### config.mk
export PLATFORM = sky130hd
export DESIGN_NAME = nvmcb_top
export DESIGN_NICKNAME = d
export VERILOG_FILES = /design/src/verilog/nvmcb_pkg.sv /design/src/verilog/nvmcb_top.sv
export SDC_FILE = /design/constraint.sdc
export NUM_CORES = 1
export LEC_CHECK = 0
export ABC_AREA = 0
export BUFFER_PORTS_ARGS = -buffer_cell sky130_fd_sc_hd__buf_4
export CAP_MARGIN = 20
export CORE_ASPECT_RATIO = 0.9
export CORE_UTILIZATION = 38
export CTS_CLUSTER_DIAMETER = 50
export DETAILED_ROUTE_END_ITERATION = 16
export HOLD_SLACK_MARGIN = 0.06
export PLACE_DENSITY = 0.59
export SYNTH_ARGS = -nofsm -noshare
export SYNTH_HDL_FRONTEND = slang
export SYNTH_SLANG_ARGS = --single-unit
### constraint.sdc
create_clock -name ref_clk -period 5.7 [get_ports ref_clk]
set_input_delay 0.285 -clock ref_clk [delete_from_list [all_inputs] [get_ports ref_clk]]
set_output_delay 0.285 -clock ref_clk [all_outputs]
set_load 0.01 [all_outputs]
### src/verilog/nvmcb_pkg.sv
// constants, types and layouts of the memory command and busy block
// Behaviour
// - busy flag sits in status bit 7
// - busy rises at start, holds until done
// - code array and lock bits both raise busy
// - six-bit read/write command field, bits 5:0
// - command register at 0x33, resets to no-op
// - decode 0x10, 0x14, 0x1D as wipe/wipe/program
// - wipe starts on high-byte dummy write
// - low byte buffered, high byte starts program
// - busy blocks other programming and all data-space reads
`default_nettype none
package nvmcb_pkg;

  // register offsets in the i/o space
  localparam logic [5:0] STATUS_OFFSET = 6'h32;
  localparam logic [5:0] CMD_OFFSET = 6'h33;

  // field positions and reset values
  localparam int BUSY_BIT = 7;
  localparam int CMD_MSB = 5;
  localparam int CMD_WIDTH = 6;
  localparam logic [5:0] CMD_RESET = 6'h00;
  localparam logic [7:0] READ_ZERO = 8'h00;

  // command codes held in memory_command_select
  localparam logic [5:0] CMD_NOP = 6'h00;
  localparam logic [5:0] CMD_CHIP_WIPE = 6'h10;
  localparam logic [5:0] CMD_SECTION_WIPE = 6'h14;
  localparam logic [5:0] CMD_WORD_PROGRAM = 6'h1D;

  // data-space windows onto the non-volatile sections
  localparam logic [15:0] LOCK_BASE = 16'h3F00;
  localparam logic [15:0] LOCK_LAST = 16'h3F01;
  localparam logic [15:0] CONFIG_BASE = 16'h3F40;
  localparam logic [15:0] CONFIG_LAST = 16'h3F41;
  localparam logic [15:0] CODE_BASE = 16'h4000;
  localparam logic [15:0] CODE_LAST = 16'h43FF;

  // default duration of each operation, in ref_clk cycles
  localparam int WIPE_CYCLES = 64;
  localparam int PROGRAM_CYCLES = 32;
  localparam int COUNT_WIDTH = 16;

  // operation kinds passed to the array
  typedef enum logic [1:0] {
    NVMCB_OP_CHIP_WIPE,
    NVMCB_OP_SECTION_WIPE,
    NVMCB_OP_WORD_PROGRAM
  } nvmcb_op_e;

  // section addressed by a data-space access
  typedef enum logic [1:0] {
    NVMCB_TGT_NONE,
    NVMCB_TGT_CODE,
    NVMCB_TGT_CONFIG,
    NVMCB_TGT_LOCK
  } nvmcb_target_e;

  // everything the array needs to run one operation
  typedef struct packed {
    nvmcb_op_e op;
    nvmcb_target_e target;
    logic [14:0] wordAddr;
    logic [15:0] wordData;
  } nvmcb_op_s;

  // sequencer states
  typedef enum logic [0:0] {
    NVMCB_IDLE,
    NVMCB_BUSY
  } nvmcb_state_e;

endpackage
`default_nettype wire

### src/verilog/nvmcb_top.sv
// command register, trigger decode and busy sequencing of the memory
`timescale 1ns/10ps
`default_nettype none
module nvmcb_top #(
  parameter int WIPE_CYCLES = nvmcb_pkg::WIPE_CYCLES,
  parameter int PROGRAM_CYCLES = nvmcb_pkg::PROGRAM_CYCLES
) (
  input wire logic ref_clk,
  input wire logic rstn,
  input wire logic [5:0] ioAddr,
  input wire logic ioWrEn,
  input wire logic ioRdEn,
  input wire logic [7:0] ioWrData,
  output logic [7:0] ioRdData,
  input wire logic [15:0] memAddr,
  input wire logic memWrEn,
  input wire logic memRdEn,
  input wire logic [7:0] memWrData,
  output logic [7:0] memRdData,
  output logic memRdRefused,
  output logic arrRdEn,
  output logic [15:0] arrRdAddr,
  input wire logic [7:0] arrRdData,
  output logic opStart,
  output nvmcb_pkg::nvmcb_op_s opInfo,
  output logic memoryBusyFlag
);

  localparam logic [nvmcb_pkg::COUNT_WIDTH-1:0] WIPE_LOAD =
    nvmcb_pkg::COUNT_WIDTH'(WIPE_CYCLES);
  localparam logic [nvmcb_pkg::COUNT_WIDTH-1:0] PROGRAM_LOAD =
    nvmcb_pkg::COUNT_WIDTH'(PROGRAM_CYCLES);
  localparam logic [nvmcb_pkg::COUNT_WIDTH-1:0] COUNT_ONE =
    nvmcb_pkg::COUNT_WIDTH'(1);

  // true when addr lies in the inclusive window base..last
  function automatic logic inWindow(input logic [15:0] addr,
                                    input logic [15:0] base,
                                    input logic [15:0] last);
    inWindow = (addr >= base) && (addr <= last);
  endfunction

  // section that a data-space address falls into
  function automatic nvmcb_pkg::nvmcb_target_e targetOf(
      input logic [15:0] addr);
    if (inWindow(addr, nvmcb_pkg::CODE_BASE, nvmcb_pkg::CODE_LAST)) begin
      targetOf = nvmcb_pkg::NVMCB_TGT_CODE;
    end else if (inWindow(addr, nvmcb_pkg::CONFIG_BASE,
                          nvmcb_pkg::CONFIG_LAST)) begin
      targetOf = nvmcb_pkg::NVMCB_TGT_CONFIG;
    end else if (inWindow(addr, nvmcb_pkg::LOCK_BASE,
                          nvmcb_pkg::LOCK_LAST)) begin
      targetOf = nvmcb_pkg::NVMCB_TGT_LOCK;
    end else begin
      targetOf = nvmcb_pkg::NVMCB_TGT_NONE;
    end
  endfunction

  nvmcb_pkg::nvmcb_state_e state_r;
  logic [nvmcb_pkg::COUNT_WIDTH-1:0] count_r;
  logic [nvmcb_pkg::CMD_MSB:0] cmd_r;
  logic lowValid_r;
  logic [14:0] lowWord_r;
  logic [7:0] lowData_r;
  logic [7:0] ioRdData_r;
  logic [7:0] memRdData_r;
  logic memRdRefused_r;
  logic opStart_r;
  nvmcb_pkg::nvmcb_op_s opInfo_r;

  logic busy;
  logic hiByte;
  nvmcb_pkg::nvmcb_target_e wrTarget;
  logic launch;
  nvmcb_pkg::nvmcb_op_s launchOp;
  logic [nvmcb_pkg::COUNT_WIDTH-1:0] launchCount;
  logic lowLoad;

  // busy covers every section, code and lock bits alike
  assign busy = (state_r == nvmcb_pkg::NVMCB_BUSY);
  assign hiByte = memAddr[0];
  assign wrTarget = targetOf(memAddr);

  // trigger decode: only the high-byte write of a word can start work
  always_comb begin
    launch = 1'b0;
    launchOp.op = nvmcb_pkg::NVMCB_OP_CHIP_WIPE;
    launchOp.target = wrTarget;
    launchOp.wordAddr = memAddr[15:1];
    launchOp.wordData = {memWrData, lowData_r};
    launchCount = WIPE_LOAD;
    if (memWrEn && !busy && hiByte &&
        wrTarget != nvmcb_pkg::NVMCB_TGT_NONE) begin
      case (cmd_r)
        nvmcb_pkg::CMD_CHIP_WIPE: begin
          // whole code array, lock bits go with it
          if (wrTarget == nvmcb_pkg::NVMCB_TGT_CODE) begin
            launch = 1'b1;
          end
        end
        nvmcb_pkg::CMD_SECTION_WIPE: begin
          if (wrTarget == nvmcb_pkg::NVMCB_TGT_CODE ||
              wrTarget == nvmcb_pkg::NVMCB_TGT_CONFIG) begin
            launch = 1'b1;
            launchOp.op = nvmcb_pkg::NVMCB_OP_SECTION_WIPE;
          end
        end
        nvmcb_pkg::CMD_WORD_PROGRAM: begin
          // needs the low byte of the very same word first
          if (lowValid_r && lowWord_r == memAddr[15:1]) begin
            launch = 1'b1;
            launchOp.op = nvmcb_pkg::NVMCB_OP_WORD_PROGRAM;
            launchCount = PROGRAM_LOAD;
          end
        end
        default: begin
          launch = 1'b0;
        end
      endcase
    end
  end

  // a low-byte write under the program command fills the buffer
  assign lowLoad = memWrEn && !busy && !hiByte &&
                   wrTarget != nvmcb_pkg::NVMCB_TGT_NONE &&
                   cmd_r == nvmcb_pkg::CMD_WORD_PROGRAM;

  // sequencer: busy from the launch edge until the count runs out
  always_ff @(posedge ref_clk or negedge rstn) begin
    if (!rstn) begin
      state_r <= nvmcb_pkg::NVMCB_IDLE;
      count_r <= '0;
    end else begin
      case (state_r)
        nvmcb_pkg::NVMCB_IDLE: begin
          if (launch) begin
            state_r <= nvmcb_pkg::NVMCB_BUSY;
            count_r <= launchCount;
          end
        end
        nvmcb_pkg::NVMCB_BUSY: begin
          // held without a gap; drops only when the count is spent
          if (count_r <= COUNT_ONE) begin
            state_r <= nvmcb_pkg::NVMCB_IDLE;
            count_r <= '0;
          end else begin
            count_r <= count_r - COUNT_ONE;
          end
        end
        default: begin
          state_r <= nvmcb_pkg::NVMCB_IDLE;
          count_r <= '0;
        end
      endcase
    end
  end

  // launch pulse and the operation details handed to the array
  always_ff @(posedge ref_clk or negedge rstn) begin
    if (!rstn) begin
      opStart_r <= 1'b0;
      opInfo_r <= '0;
    end else begin
      opStart_r <= launch;
      if (launch) begin
        opInfo_r <= launchOp;
      end
    end
  end

  // low-byte buffer, emptied by any launch, wipe or program
  always_ff @(posedge ref_clk or negedge rstn) begin
    if (!rstn) begin
      lowValid_r <= 1'b0;
      lowWord_r <= '0;
      lowData_r <= '0;
    end else if (lowLoad) begin
      lowValid_r <= 1'b1;
      lowWord_r <= memAddr[15:1];
      lowData_r <= memWrData;
    end else if (launch) begin
      lowValid_r <= 1'b0;
    end
  end

  // command register, any six-bit value may be stored
  always_ff @(posedge ref_clk or negedge rstn) begin
    if (!rstn) begin
      cmd_r <= nvmcb_pkg::CMD_RESET;
    end else if (ioWrEn && ioAddr == nvmcb_pkg::CMD_OFFSET) begin
      cmd_r <= ioWrData[nvmcb_pkg::CMD_MSB:0];
    end
  end

  // i/o read port, answered on the edge after the strobe
  always_ff @(posedge ref_clk or negedge rstn) begin
    if (!rstn) begin
      ioRdData_r <= nvmcb_pkg::READ_ZERO;
    end else if (ioRdEn) begin
      if (ioAddr == nvmcb_pkg::STATUS_OFFSET) begin
        ioRdData_r <= nvmcb_pkg::READ_ZERO;
        ioRdData_r[nvmcb_pkg::BUSY_BIT] <= busy;
      end else if (ioAddr == nvmcb_pkg::CMD_OFFSET) begin
        ioRdData_r <= {2'h0, cmd_r};
      end else begin
        ioRdData_r <= nvmcb_pkg::READ_ZERO;
      end
    end
  end

  // array reads pass only while idle
  assign arrRdEn = memRdEn && !busy;
  assign arrRdAddr = memAddr;

  // memory read data, zero and a refusal pulse when busy
  always_ff @(posedge ref_clk or negedge rstn) begin
    if (!rstn) begin
      memRdData_r <= nvmcb_pkg::READ_ZERO;
      memRdRefused_r <= 1'b0;
    end else begin
      memRdRefused_r <= memRdEn && busy;
      if (memRdEn) begin
        memRdData_r <= busy ? nvmcb_pkg::READ_ZERO : arrRdData;
      end
    end
  end

  assign ioRdData = ioRdData_r;
  assign memRdData = memRdData_r;
  assign memRdRefused = memRdRefused_r;
  assign opStart = opStart_r;
  assign opInfo = opInfo_r;
  assign memoryBusyFlag = busy;

endmodule
`default_nettype wire

==> impl_metrics.tcl <==
set metrics [dict create \
    status "finished, final reports clean" \
    portBuffers 119 \
    syn_avg_cell_area_um2 12.2 \
    max_slew_margin_pct 37.0 \
    required_ns 5.92 \
    rows 38 \
    end_kind "register" \
    ir_worst_vdd_mv 0.152 \
    first_global_vias 3257 \
    hold_path_class "input pin to register" \
    cap_violations 0 \
    grt_max_degree 76 \
    clk_latency_ns 0.34 \
    post-synth-top-area-fraction_pct 51.8 \
    clkTransAtPathRegs_ns 0.07 \
    nFillCells 1130 \
    swShare_pct 22.2 \
    drc 0 \
    holdWs_ns 0.166 \
    cts-buffers-inserted 9 \
    post_cts_buffers 0 \
    dr_total_vias 3334 \
    synth_common_cells "dfrtp_1, mux2_2, nand2_1" \
    power_frac_clock_pct 43.3 \
    critPathKind "input pin to register" \
    antenna_found_initial 0 \
    multiInputGateArea_um2 2030 \
    yosysTopAreaCell "dfrtp_1" \
    rrSetupSlack_ns 2.68 \
    die-area_um2 13100 \
    track_usage_pct 16.3 \
    synthArstFlopShare_pct 100 \
    ctsHoldBuffers 1 \
    finalMaxSlewViolations 0 \
    period_minus_slack_ns 3.75 \
    regArea_um2 2480 \
    finalHoldViolations 0 \
    post-dp-hpwl_um 7140 \
    clockBufferDepth 2 \
    dominantRegCellSynth "dfrtp_1" \
    leakage_uw 0.00285 \
    yosysWarnings 0 \
    seqPwrFrac_pct 50.5 \
    finalSetupViolCount 0 \
    routed_wl_um 10100 \
    place_congestion 0.782 \
    clockRootBuffer "clkbuf_16" \
    synth_cells 392 \
    tns_ns 0 \
    holdPathStages 3 \
    worst_pin_slew_ns 0.944 \
    combPwrFrac_pct 6.3 \
    die_h_um 108 \
    synthesis.nets 447 \
    netlist_area_um2 4790 \
    worstPathMaxFanout 20 \
    critPathArrivalTime_ns 3.97 \
    rsz0062_at_grt "false" \
    netlist_top_cells_area "dfrtp_1, mux2_2, mux2_4" \
    skew_ns 0.00932 \
    rr_worst_depth 6 \
    firstDrtPassIters 4 \
    worstSetupStartpointType "input pin" \
    ios 123 \
    synth_seq_cells 99 \
    synth_edf_count 0 \
    initial_core_util_pct 39.3 \
    num_antenna_cells 0 \
    synth.most_common_cell "dfrtp_1" \
    synth_cell_types 56 \
    drive_above_1_share_pct 42.8 \
    synth-seq-area-share_pct 51.8 \
    overflow 0 \
    die_x_um 120 \
    p_int_uw 1100 \
    power_density_nw_per_um2 236 \
    wire_per_inst_um 15.2 \
    ant_nets 0 \
    grt_first_pass_wirelength_um 16600 \
    htree_levels 3 \
    nets 553 \
    area_growth_pct 25.6 \
    placeableCoreArea_um2 12200 \
    cts_tree "yes" \
    cts_num_sinks 99 \
    fmax_ghz 0.267 \
    min_period_over_period_pct 65.7 \
    avgViaCountPerCell 5.04 \
    switchingPower_uw 314 \
    first_iter_violations 156 \
    cts_resized 0 \
]
==> metrics by stage <==
step	power, uW	area, um^2	utilization, %	std cells	setup slack [ns]
after detailed placement	820	5690	46.8	645	1.57
final	1420	6010	49.4	662	1.95
after global placement	818	5690	46.8	645	1.62
after CTS	1440	6000	49.3	661	1.93
after floorplan	761	4790	-	392	2.51
after global routing	1480	6010	49.4	662	1.79
==> power groups by stage <==
stage               combinational, uW  clock (uW)  sequential, uW
finish                           89.0         613             716
detailed placement               90.4           0             729
global placement                 89.3           0             729
CTS                              91.2         637             715
floorplan                        33.3           0             727
global route                     98.8         662             716
==> path summary, 6_finish.rpt <==
| path | start | end |
|---|---|---|
| setup / recovery | memAddr[10] | opInfo[24] |
| hold / removal | arrRdData[7] | memRdData[7] |
| setup reg to reg | cmd_r[1] | opInfo[24] |
| hold reg to reg | opInfo[34] | opInfo[34] |
| max in group asynchronous | rstn | count_r[2] |
| min in group asynchronous | rstn | opInfo[19] |
==> placed cells by master (no fill, tap or decap), types with 3 or more instances in the layout <==
cell type  netlist  layout
buf_4           17     123
nor2b_1         11      11
or3_1            6       6
nand3_1          6       6
nand2_1         33      33
mux2_4          25      25
o21ai_0         16      16
xnor2_1         15      15
dfrtp_1         99      99
a21oi_1          3       3
nand4_1         10      10
o211ai_1         3       3
o22ai_1          8       8
ha_1             3       3
a31o_2           7       7
nor2_1          12      12
mux2_2          34      34
nor3b_1          3       3
clkbuf_16        0       9
or4_1            5       5
inv_1           17      17
==> area by class of cell <==
type / instances / share of cell area, %
Sequential cell: 99 / 41.2
Multi-Input combinational cell: 247 / 33.8
Timing Repair Buffer: 124 / 15.5
Clock buffer: 10 / 3.98
Tap cell: 160 / 3.33
Inverter: 17 / 1.06
Clock inverter: 5 / 1.04
==> sequential cells by signal, indices dropped and copies added (netlist names) <==
register,count
opInfo,35
opStart,1
lowWord_r,15
memoryBusyFlag,1
count_r,16
lowData_r,8
memRdRefused,1
ioRdData,7
memRdData,8
lowValid_r,1
cmd_r,6
==> worst max-delay path: stages <==
cell and delay, ns:
buf_4 0.14, or4_1 0.58, or3_1 0.37, o21a_1 0.14, ha_1 0.22, nand4bb_4 0.28, or4_1 0.58, o21ai_4 0.57
buf_4 0.46, mux2_4 0.34
==> kinds of logic after synthesis <==
family	Yosys count	share of synthesized area, %
adders and majority gates	3	0.784
other	1	0.0783
muxes	61	16.3
and+or+nand+nor	111	14.3
buffers and inverters	46	5.75
AOI/OAI and AO/OA	55	8.16
xor gates and xnor gates	16	2.93
DFF	99	51.8
==> layer usage <==
| layer | wire, um | vias up | part of all wire [%] | global-route usage, % |
|---|---|---|---|---|
| li1 | - | 1596 | - | - |
| met1 | 5020 | 1615 | 50 | 23.8 |
| met2 | 4370 | 117 | 43 | 23.6 |
| met3 | 621 | 6 | 6.2 | 3.90 |
| met4 | 70 | 0 | 0.69 | 5.29 |
| met5 | 0 | - | 0 | 0 |
No activity file was read; power rests on OpenSTA's default activity.
